## config.mk

```make
export PLATFORM = sky130hd
export DESIGN_NAME = dual_reload_timer
export DESIGN_NICKNAME = d
export VERILOG_FILES = /design/src/reload_channel.v /design/src/dual_reload_timer.v
export VERILOG_INCLUDE_DIRS = /design/src
export SDC_FILE = /design/constraint.sdc
export NUM_CORES = 1
export LEC_CHECK = 0
export BUFFER_PORTS_ARGS = -buffer_cell sky130_fd_sc_hd__buf_4
export CORE_AREA = 2 2 110 102
export CTS_BUF_LIST = sky130_fd_sc_hd__clkbuf_2 sky130_fd_sc_hd__clkbuf_4 sky130_fd_sc_hd__clkbuf_8
export DETAILED_ROUTE_END_ITERATION = 10
export DIE_AREA = 0 0 112 104
export MAX_ROUTING_LAYER = met4
export PLACE_DENSITY = 0.8
export SYNTH_ARGS = -nofsm -noshare
export SYNTH_HDL_FRONTEND = slang
export SYNTH_HIERARCHICAL = 1
export SYNTH_SLANG_ARGS = --single-unit
```

## constraint.sdc

```tcl
create_clock -name clk -period 4.5 [get_ports clk]
set_input_delay 1.125 -clock clk [delete_from_list [all_inputs] [get_ports clk]]
set_output_delay 1.125 -clock clk [all_outputs]
set_load 0.01 [all_outputs]
```

## src/timer_consts.vh

```
// Register offsets, field positions, reset values and timing counts of the reload timers.
`ifndef TIMER_CONSTS_VH
`define TIMER_CONSTS_VH
`define OFS_T0_CNT_LO   8'h0c
`define OFS_T0_CNT_HI   8'h0d
`define OFS_T0_RLD_LO   8'h0e
`define OFS_T0_RLD_HI   8'h0f
`define OFS_TCTRL       8'h10
`define OFS_T1_CNT_LO   8'h14
`define OFS_T1_CNT_HI   8'h15
`define OFS_T1_RLD_LO   8'h16
`define OFS_T1_RLD_HI   8'h17
`define OFS_FREE        8'h18
`define BIT_ZF1         7
`define BIT_ZF0         6
`define BIT_IE1         5
`define BIT_IE0         4
`define BIT_OC_HI       3
`define BIT_OC_LO       2
`define BIT_CE1         1
`define BIT_CE0         0
`define OC_KEEP         2'b00
`define OC_TOGGLE       2'b01
`define OC_LOW          2'b10
`define OC_HIGH         2'b11
`define FREE_RST        8'hff
`define CHAN_RST        16'hffff
`define TIMER_DIV       20
`define FREE_DIV        10
`endif

```

## src/reload_channel.v

```verilog
// One 16-bit down-counting channel with a 16-bit reload value.
`timescale 1ns/100ps
module reload_channel (
  input  wire        clk,
  input  wire        rst_b,
  input  wire        ce,
  input  wire        tick,
  input  wire        count_en,
  input  wire [7:0]  wdata,
  input  wire        wr_cnt_lo,
  input  wire        wr_cnt_hi,
  input  wire        wr_rld_lo,
  input  wire        wr_rld_hi,
  output wire [15:0] count_value,
  output wire [15:0] reload_value,
  output wire        zero_hit
);
`include "timer_consts.vh"

  reg [15:0] cnt_r;
  reg [15:0] cnt_nxt;
  reg [15:0] rld_r;

  assign count_value  = cnt_r;
  assign reload_value = rld_r;
  // One-cycle pulse on the decrement that lands on zero.
  assign zero_hit     = tick && count_en && (cnt_r == 16'h0001) && !wr_cnt_lo && !wr_cnt_hi;

  always @* begin
    cnt_nxt = cnt_r;
    if (tick && count_en) begin
      if (cnt_r == 16'h0000) begin
        cnt_nxt = rld_r;
      end else begin
        cnt_nxt = cnt_r - 16'h0001;
      end
    end
    // A software byte write overrides the count in the same cycle.
    if (wr_cnt_lo) begin
      cnt_nxt = {cnt_r[15:8], wdata};
    end
    if (wr_cnt_hi) begin
      cnt_nxt = {wdata, cnt_r[7:0]};
    end
  end

  always @(posedge clk) begin
    if (!rst_b) begin
      cnt_r <= `CHAN_RST;
      rld_r <= `CHAN_RST;
    end else if (ce) begin
      cnt_r <= cnt_nxt;
      if (wr_rld_lo) begin
        rld_r[7:0] <= wdata;
      end
      if (wr_rld_hi) begin
        rld_r[15:8] <= wdata;
      end
    end
  end
endmodule // reload_channel

```

## src/dual_reload_timer.v

```verilog
// Two reload timer channels, shared control register and free-running counter.
// Functional notes
// - A channel reaching zero sets its zero flag: channel 1 bit 7, channel 0 bit 6.
// - A zero flag clears after a control read followed by a counter byte read.
// - Reset forces both zero flags to zero.
// - Interrupt request when a zero flag and its enable are both set; enables reset low.
// - Channel 1 zero applies output field: keep, toggle, drive low, drive high.
// - Output field acts on the pin only while the DMA top-byte bit 3 selects it.
// - Reset clears the output field so the pin is left alone.
// - Counters decrement only while their enable is set; reset clears both enables.
// - Software reads and writes counter bytes freely while counting is stopped.
// - The free-running counter is loaded with all ones at reset.
// - The free-running counter keeps counting during peripheral stop mode.
`timescale 1ns/100ps
`include "timer_consts.vh"
module dual_reload_timer #(
  parameter TIMER_DIV = `TIMER_DIV,
  parameter FREE_DIV  = `FREE_DIV
) (
  input  wire       clk,
  input  wire       rst_b,
  input  wire       ce,
  input  wire [7:0] io_addr,
  input  wire [7:0] io_wdata,
  input  wire       io_wr,
  input  wire       io_rd,
  input  wire       dma1_io_addr_top_byte_b3,
  input  wire       peripheral_stop_mode,
  output reg  [7:0] io_rdata_r,
  output reg        irq_r,
  output reg        timer_out_or_dma_req_pin_r,
  output reg        timer_out_sel_r
);

  ////////////////////////////////////////////////////////////////////////////
  // Prescalers.

  reg  [7:0]  tdiv_r;
  reg  [7:0]  fdiv_r;
  reg  [7:0]  free_counter_r;
  wire        timer_tick;
  wire        free_tick;

  // Timers halt in peripheral stop mode; the free counter does not.
  assign timer_tick = (tdiv_r == 8'h00) && !peripheral_stop_mode;
  assign free_tick  = (fdiv_r == 8'h00);

  always @(posedge clk) begin
    if (!rst_b) begin
      tdiv_r         <= 8'h00;
      fdiv_r         <= 8'h00;
      free_counter_r <= `FREE_RST;
    end else if (ce) begin
      if (!peripheral_stop_mode) begin
        tdiv_r <= (tdiv_r == 8'h00) ? TIMER_DIV[7:0] - 8'h01 : tdiv_r - 8'h01;
      end
      fdiv_r <= (fdiv_r == 8'h00) ? FREE_DIV[7:0] - 8'h01 : fdiv_r - 8'h01;
      // A write is honoured but upsets everything timed from this counter.
      if (io_wr && io_addr == `OFS_FREE) begin
        free_counter_r <= io_wdata;
      end else if (free_tick) begin
        free_counter_r <= free_counter_r - 8'h01;
      end
    end
  end

  ////////////////////////////////////////////////////////////////////////////
  // Address decode.

  function hit;
    input [7:0] a;
    input [7:0] ofs;
    begin
      hit = (a == ofs);
    end
  endfunction

  wire w_c0l = io_wr && hit(io_addr, `OFS_T0_CNT_LO);
  wire w_c0h = io_wr && hit(io_addr, `OFS_T0_CNT_HI);
  wire w_r0l = io_wr && hit(io_addr, `OFS_T0_RLD_LO);
  wire w_r0h = io_wr && hit(io_addr, `OFS_T0_RLD_HI);
  wire w_c1l = io_wr && hit(io_addr, `OFS_T1_CNT_LO);
  wire w_c1h = io_wr && hit(io_addr, `OFS_T1_CNT_HI);
  wire w_r1l = io_wr && hit(io_addr, `OFS_T1_RLD_LO);
  wire w_r1h = io_wr && hit(io_addr, `OFS_T1_RLD_HI);
  wire w_tc  = io_wr && hit(io_addr, `OFS_TCTRL);
  wire r_tc  = io_rd && hit(io_addr, `OFS_TCTRL);
  wire r_c0  = io_rd && (hit(io_addr, `OFS_T0_CNT_LO) || hit(io_addr, `OFS_T0_CNT_HI));
  wire r_c1  = io_rd && (hit(io_addr, `OFS_T1_CNT_LO) || hit(io_addr, `OFS_T1_CNT_HI));

  ////////////////////////////////////////////////////////////////////////////
  // Channels.

  reg         ie1_r;
  reg         ie0_r;
  reg  [1:0]  oc_r;
  reg         ce1_r;
  reg         ce0_r;
  reg         zf1_r;
  reg         zf0_r;
  reg         arm1_r;
  reg         arm0_r;
  wire [15:0] cnt0;
  wire [15:0] rld0;
  wire [15:0] cnt1;
  wire [15:0] rld1;
  wire        zero0;
  wire        zero1;

  reload_channel u_chan0 (
    .clk          (clk),
    .rst_b        (rst_b),
    .ce           (ce),
    .tick         (timer_tick),
    .count_en     (ce0_r),
    .wdata        (io_wdata),
    .wr_cnt_lo    (w_c0l),
    .wr_cnt_hi    (w_c0h),
    .wr_rld_lo    (w_r0l),
    .wr_rld_hi    (w_r0h),
    .count_value  (cnt0),
    .reload_value (rld0),
    .zero_hit     (zero0)
  );

  reload_channel u_chan1 (
    .clk          (clk),
    .rst_b        (rst_b),
    .ce           (ce),
    .tick         (timer_tick),
    .count_en     (ce1_r),
    .wdata        (io_wdata),
    .wr_cnt_lo    (w_c1l),
    .wr_cnt_hi    (w_c1h),
    .wr_rld_lo    (w_r1l),
    .wr_rld_hi    (w_r1h),
    .count_value  (cnt1),
    .reload_value (rld1),
    .zero_hit     (zero1)
  );

  ////////////////////////////////////////////////////////////////////////////
  // Control register, zero flags and the clear sequence.

  wire [7:0] tctrl = {zf1_r, zf0_r, ie1_r, ie0_r, oc_r, ce1_r, ce0_r};

  always @(posedge clk) begin
    if (!rst_b) begin
      ie1_r  <= 1'b0;
      ie0_r  <= 1'b0;
      oc_r   <= `OC_KEEP;
      ce1_r  <= 1'b0;
      ce0_r  <= 1'b0;
      zf1_r  <= 1'b0;
      zf0_r  <= 1'b0;
      arm1_r <= 1'b0;
      arm0_r <= 1'b0;
    end else if (ce) begin
      if (w_tc) begin
        ie1_r <= io_wdata[`BIT_IE1];
        ie0_r <= io_wdata[`BIT_IE0];
        oc_r  <= io_wdata[`BIT_OC_HI:`BIT_OC_LO];
        ce1_r <= io_wdata[`BIT_CE1];
        ce0_r <= io_wdata[`BIT_CE0];
      end
      // A control read arms the clear only for a flag that it saw set.
      if (r_tc) begin
        arm1_r <= zf1_r;
        arm0_r <= zf0_r;
      end else begin
        if (r_c1) arm1_r <= 1'b0;
        if (r_c0) arm0_r <= 1'b0;
      end
      // Hardware set wins over the software clear in the same cycle.
      if (zero1) begin
        zf1_r <= 1'b1;
      end else if (r_c1 && arm1_r) begin
        zf1_r <= 1'b0;
      end
      if (zero0) begin
        zf0_r <= 1'b1;
      end else if (r_c0 && arm0_r) begin
        zf0_r <= 1'b0;
      end
    end
  end

  ////////////////////////////////////////////////////////////////////////////
  // Interrupt, output pin and read data.

  reg [7:0] rdata_nxt;

  always @* begin
    case (io_addr)
      `OFS_T0_CNT_LO: rdata_nxt = cnt0[7:0];
      `OFS_T0_CNT_HI: rdata_nxt = cnt0[15:8];
      `OFS_T0_RLD_LO: rdata_nxt = rld0[7:0];
      `OFS_T0_RLD_HI: rdata_nxt = rld0[15:8];
      `OFS_TCTRL:     rdata_nxt = tctrl;
      `OFS_T1_CNT_LO: rdata_nxt = cnt1[7:0];
      `OFS_T1_CNT_HI: rdata_nxt = cnt1[15:8];
      `OFS_T1_RLD_LO: rdata_nxt = rld1[7:0];
      `OFS_T1_RLD_HI: rdata_nxt = rld1[15:8];
      `OFS_FREE:      rdata_nxt = free_counter_r;
      default:        rdata_nxt = 8'h00;
    endcase
  end

  always @(posedge clk) begin
    if (!rst_b) begin
      io_rdata_r                 <= 8'h00;
      irq_r                      <= 1'b0;
      timer_out_or_dma_req_pin_r <= 1'b0;
      timer_out_sel_r            <= 1'b0;
    end else if (ce) begin
      if (io_rd) begin
        io_rdata_r <= rdata_nxt;
      end
      irq_r           <= (zf1_r && ie1_r) || (zf0_r && ie0_r);
      timer_out_sel_r <= dma1_io_addr_top_byte_b3;
      // The pin level is only touched while the timer function owns it.
      if (zero1 && dma1_io_addr_top_byte_b3) begin
        case (oc_r)
          `OC_TOGGLE: timer_out_or_dma_req_pin_r <= !timer_out_or_dma_req_pin_r;
          `OC_LOW:    timer_out_or_dma_req_pin_r <= 1'b0;
          `OC_HIGH:   timer_out_or_dma_req_pin_r <= 1'b1;
          default:    timer_out_or_dma_req_pin_r <= timer_out_or_dma_req_pin_r;
        endcase
      end
    end
  end
endmodule // dual_reload_timer

```

Yosys cells after proc, flatten, opt, wreduce, memory -nomap -nowiden
Cells that the tools add are included.
Word-level totals
  flip-flop bits (word level): 109
  bits in latches: 0
  bits in writable memories: 0
  bits in read-only memories: 0
  input bits: 23
  output and inout bits: 11
  logic and storage cells: 138
  memories kept: 0
Operators by class
  $add $sub $neg: 5
  multiply operators: 0
  div/mod/pow operators: 0
  $lt $le $gt $ge: 0
  equal/unequal tests: 17
  shift operators: 0
  multiplexer cells: 22
  bitwise gates (word level): 3
  reductions and logical operators: 67
Operators by type and width (count)
  2-to-1 mux 16 bit: 8
  one-hot mux 8 bit (10 select lines): 1
  equality test 8 x 5 -> 1 bit (second input constant): 6
  equality test 16 x 1 -> 1 bit (second input constant): 2
  equality test 8 x 4 -> 1 bit (second input constant): 4
  zero test 16 bit: 2
  2-to-1 mux 8 bit: 4
  subtractor 16 x 1 -> 16 bit (second input constant): 2
  logical AND 1 bit: 27
  AND reduction 2 bit: 12
  subtractor 8 x 1 -> 8 bit (second input constant): 3
  nonzero test 2 bit: 9
  zero test 8 bit: 2
  AND reduction 3 bit: 5
  2-to-1 mux 1 bit: 8
  zero test 1 bit: 6
  equality test 2 bit (second input constant): 2
  inequality test 2 bit (second input constant): 2
  logical OR 1 bit: 3
  inverter 1 bit: 3
  one-hot mux 1 bit (3 select lines): 1
  nonzero test 3 bit: 1
  equality test 2 x 1 -> 1 bit (second input constant): 1

Logic depth before layout (Yosys ltp)
  depth after elaboration: 8
  mapped depth: 12
  depth with buffers taken out: 10

Hierarchy
The synthesis kept the hierarchy.
Modules (own cells, without submodules)
  reload_channel: times used 2, cells an instance 239, area an instance 1869.3 µm²
  dual_reload_timer: times used 1, cells an instance 323, area an instance 2816.5 µm²

Least setup slack after synthesis
OpenSTA, ideal clock, no wires.
  path kind: in2reg
  from: input io_addr[5]
  to: register u_chan0.cnt_r[1] (netlist: u_chan0/count_value[1])
  setup time: 125 ps
  arrival: 3375 ps
  required time: 4375 ps
  slack: 1000 ps
  stages on the path: 9
  path buffers: 1
  cell sequence: nor4b_1 nand2_1 buf_2 nor3_1 a21oi_1 nor3b_2 nand2_1 o32ai_1 a21oi_1
Between the ends
  longest elaborated chain between the ends: 4
Ends and longest elaborated chain
  from (decl): RTL line dual_reload_timer.v:23  | input wire [7:0] io_addr,
  equality test 8 x 4 -> 1 bit *: RTL line dual_reload_timer.v:74  | hit = (a == ofs);
  logical AND 1 bit *: RTL line dual_reload_timer.v:78  | wire w_c0l = io_wr && hit(io_addr, `OFS_T0_CNT_LO);
  via w_c0l: RTL line dual_reload_timer.v:78
  nonzero test 2 bit (no source line)
  AND reduction 3 bit (no source line)
  to (signal assigned): RTL line reload_channel.v:49  | cnt_r <= `CHAN_RST;
  to (signal assigned): RTL line reload_channel.v:52  | cnt_r <= cnt_nxt;
  to (decl): RTL line reload_channel.v:20  | reg [15:0] cnt_r;
Mark *: on every way through the listed nets, which the timed path passes. The rest lies on a longest branch. The select of a mux whose other input is x is not followed.
A chain may end at the register's enable or synchronous reset.

Final worst setup path
  from: input io_addr[5]
  to: register u_chan1.cnt_r[14] (netlist: u_chan1/count_value[14])
Between the ends
  longest elaborated chain between the ends: 4
Ends and longest elaborated chain
  equality test 8 x 5 -> 1 bit *: RTL line dual_reload_timer.v:74
  logical AND 1 bit *: RTL line dual_reload_timer.v:83  | wire w_c1h = io_wr && hit(io_addr, `OFS_T1_CNT_HI);
  via w_c1h: RTL line dual_reload_timer.v:83
  inequality test 2 bit (no source line) or nonzero test 2 bit (tied branches)
  AND reduction 3 bit (no source line)
  to (signal assigned): RTL line reload_channel.v:49
  to (signal assigned): RTL line reload_channel.v:52
  to (decl): RTL line reload_channel.v:20
Mark *: on every way through the listed nets, which the timed path passes. The rest lies on a longest branch.

==> flow_summary_export.csv <==
group,metric,value,unit
outcome,status,"finished clean",
sta,rsz0062_at_grt,"no",
sta,slew_headroom,0.330,
setup_path,path_buf_inv,2,
cts,clock_latency,0.40,ns
sta,setup_viol,0,
cts,cts.repair.resized,0,
global_route,grt_pass1_wl,32000,um
routing,finalWirelength,20200,um
global_route,grt_pass1_vias,5905,
cts,cts_buffers,9,
placed_design,post-place-ws,0.642,ns
setup_path,critical_path.slowest_cell,"nor2_1",
sta,setup_slack,0.915,ns
finish,drive_gt1_frac,0.127,
synth,syn-num-nets,835,
sta,finalHoldViolCount,0,
sta,worstMarginPinSlew,1.00,ns
placed_design,hpwl,14100,um
die,io_pins,34,
synth,ys_async_sr_fraction,0,
routing,ant_nets,0,
power_and_ir_drop,p_per_area,279,nW/um^2
routing,drtIter0Drc,923,
power_and_ir_drop,ir_drop,0.285,mV
die,die_h,104,um
placed_design,dp.cells,930,
global_route,gr-total-overflow,0,
synth,synth_area_leaders,"dfxtp_1, nand2_1, mux4_2",
die,die_width,112,um
synth,synth.cell_area,6560,um^2
setup_path,critPathLaunchType,"input pin",
setup_path,critPathTopFamily,"simple AND/OR/NAND/NOR gates",
synth,yosysTopAreaCellShare,0.333,
synth,synth_enable_flop_cells,0,
routing,wl_per_cell,21.3,um
placed_design,port_buffers,33,
sta,fin_worst_skew,0.0176,ns
synth,ys_ff_latch,109,
die,core-area,10500,um^2
worst_hold_path,min_path_cells,2,
sta,setup_tns,0,ns
sta,fin_crit_sh,0.797,
global_route,grt_max_degree,69,
finish,antenna_cells,0,
synth,synth_ff_type,"dfxtp_1",
setup_path,ff2ff_setup_slack,1.39,ns
cts,cts_tree,"done",
worst_hold_path,hold_class,"flop to flop",
routing,drc,0,
cts,cts.sinks,109,
synth,synthCells,801,
setup_path,critPathMaxFanout,14,
cts,ctsHtreeMaxLevel,3,
sta,clock.fmax,279,MHz
setup_path,r2r-start,"tdiv_r[3]$_SDFFE_PN0P_",
setup_path,crit_arrival,3.86,ns
finish,area_growth,6.09,%
global_route,antenna_found_initial,0,
cts,root_buffer,"clkbuf_8",
routing,drt_first_pass_iters,6,
synth,yosysTopAreaCell,"dfxtp_1",
setup_path,r2r_cells,8,
synth,syn_area_per_cell,8.18,um^2
cts,clk_pin_slew_worst_paths,0.10,ns
setup_path,worstPathRequired,4.77,ns
setup_path,cpPeakStageDelay,0.79,ns
synth,yosysUniqueCellTypes,72,
sta,min_period,3.58,ns
worst_hold_path,min_to,"io_rdata_r[5]$_SDFFE_PN0P_",
setup_path,timing_worst_setup_path_type,"input pin to flop",
global_route,grt_usage,0.357,
power_and_ir_drop,power,0.00194,W
placed_design,gp_congestion,1.05,
worst_hold_path,min_from,"io_rdata_r[5]$_SDFFE_PN0P_",
die,die_area,11600,um^2
finish,finalNonFillerCells,946,
setup_path,cp-end-kind,"flop",
setup_path,r2r_end,"u_chan1/count_value[1]$_SDFFE_PN1P_",
die,start_util,0.622,
routing,viasPerCell,6.77,
cts,cts.path.max_buffers,2,
cts,postCtsHoldBufs,0,
die,row_count,36,
power_and_ir_drop,p_leak,2.76,nW
cts,cts_setup_buffers,0,
setup_path,worstPathCellList,"buf_4 -> nor4b_1 -> buf_4 -> nand3b_1 -> nor2_1 -> o211ai_1 -> a21oi_1 -> a21oi_1 -> a2bb2oi_1",
routing,vias,6407,
sta,slew_viol_final,0,
synth,yosysWarnings,6,
run,drv_cap,0,
finish,nNetsFinal,842,
synth,ys_seq_area_frac,0.333,
## worst reg2reg max path, stage by stage (launching register included)
cell and delay, ns:
dfxtp_1 0.36, nor4_1 0.45, nand3_1 0.18, nor2_1 0.65, a21oi_1 0.22, nor3b_2 0.54, nand2_1 0.21, o32ai_1 0.30
a21oi_1 0.08
## routing by layer
layer / vias to the layer above / wire [um] / track usage
met4: 0 / 472 / 0.0993
met3: 38 / 1890 / 0.0693
met5: - / 0 / -
met1: 3051 / 8710 / 0.498
li1: 2940 / - / -
met2: 378 / 9110 / 0.534
## cell type report
cell class	count	area, um^2
multi-input cells	625	4000
fillers	911	3590
flip-flops and latches	109	2180
repair buffers	40	300
clock buffers	13	173
well taps	133	166
inverters	23	86.3
clock inverters	3	42.5
## synthesized netlist by cell type, types with 6 or more instances
cell         n
nor3_1      26
mux2i_1     22
inv_1       22
a31oi_1      8
nor4_1      14
mux4_2      16
ha_1        11
clkbuf_1    15
nand2_1    115
xor2_1       8
o211ai_1     6
buf_2       11
a2bb2oi_1   12
xnor2_1     14
dfxtp_1    109
or3_1        7
o22ai_1      9
and2_1       8
buf_6        9
nor2_1      62
o21ai_0     41
o21ai_1     17
a21oi_1     61
o32ai_1      6
nand4_1      7
and3_1       7
nand3_1     49
## report_power, final
part | internal [W] | switching, W
Sequential | 0.000995 | 0.0000298
Combinational | 0.000101 | 0.000169
Clock | 0.000309 | 0.000340
## layout by cell type, fill, tap and decap left out, drive strengths merged, types with 6 or more instances in the layout
cell type	instances
a31oi	8
clkbuf	13
or3	9
xnor2	14
nor4	15
o21ai	58
inv	22
a2bb2oi	12
o32ai	6
and3	7
xor2	8
dfxtp	109
or4	8
nand3	49
or3b	6
o22ai	9
nand4	7
mux4	16
nor2	62
nor3	31
and2	10
ha	11
o211ai	6
a21oi	61
nor3b	7
mux2i	22
buf	40
nand2	117
## worst max-delay path by stage
| stage | start | end | slack, ns | cells past startpoint |
|---|---|---|---|---|
| 2_1_floorplan | io_addr[5] | u_chan0/count_value[1]$_SDFFE_PN1P_ | 1.0 | 9 |
| 3_3_place_gp | io_addr[5] | u_chan1/count_value[13]$_SDFFE_PN1P_ | 0.71 | 9 |
| 3_5_place_dp | io_addr[5] | u_chan1/count_value[14]$_SDFFE_PN1P_ | 0.64 | 9 |
| 4_1_cts | io_addr[5] | u_chan1/count_value[14]$_SDFFE_PN1P_ | 1.00 | 9 |
| 5_1_grt | io_addr[5] | u_chan1/count_value[14]$_SDFFE_PN1P_ | 0.71 | 9 |
| 6_report | io_addr[5] | u_chan1/count_value[14]$_SDFFE_PN1P_ | 0.92 | 9 |
## kinds of logic after synthesis
family                     Yosys count  share of synthesized area
DFF                                109                      0.333
AOI/OAI and AO/OA                  196                      0.188
buffers and inverters               67                     0.0563
xor gates and xnor gates            22                     0.0294
muxes                               38                     0.0886
and+or+nand+nor                    358                      0.284
adders and majority gates           11                     0.0210
## flip-flops by register name (all words and copies together) (netlist names), 8 cells and up
signal / cells
fdiv_r: 8
free_counter_r: 8
u_chan1/reload_value: 16
u_chan0/count_value: 16
u_chan1/count_value: 16
tdiv_r: 8
u_chan0/reload_value: 16
io_rdata_r: 8
## metrics by stage
step                 util  area, um^2  hold slack, ns
floorplan               -        6560           0.449
global route        0.660        6950           0.504
detailed placement  0.639        6740           0.454
finish              0.660        6950           0.473
CTS                 0.660        6950           0.476
global placement    0.639        6740           0.439
Note: power is estimated with default switching activity, not from simulation.
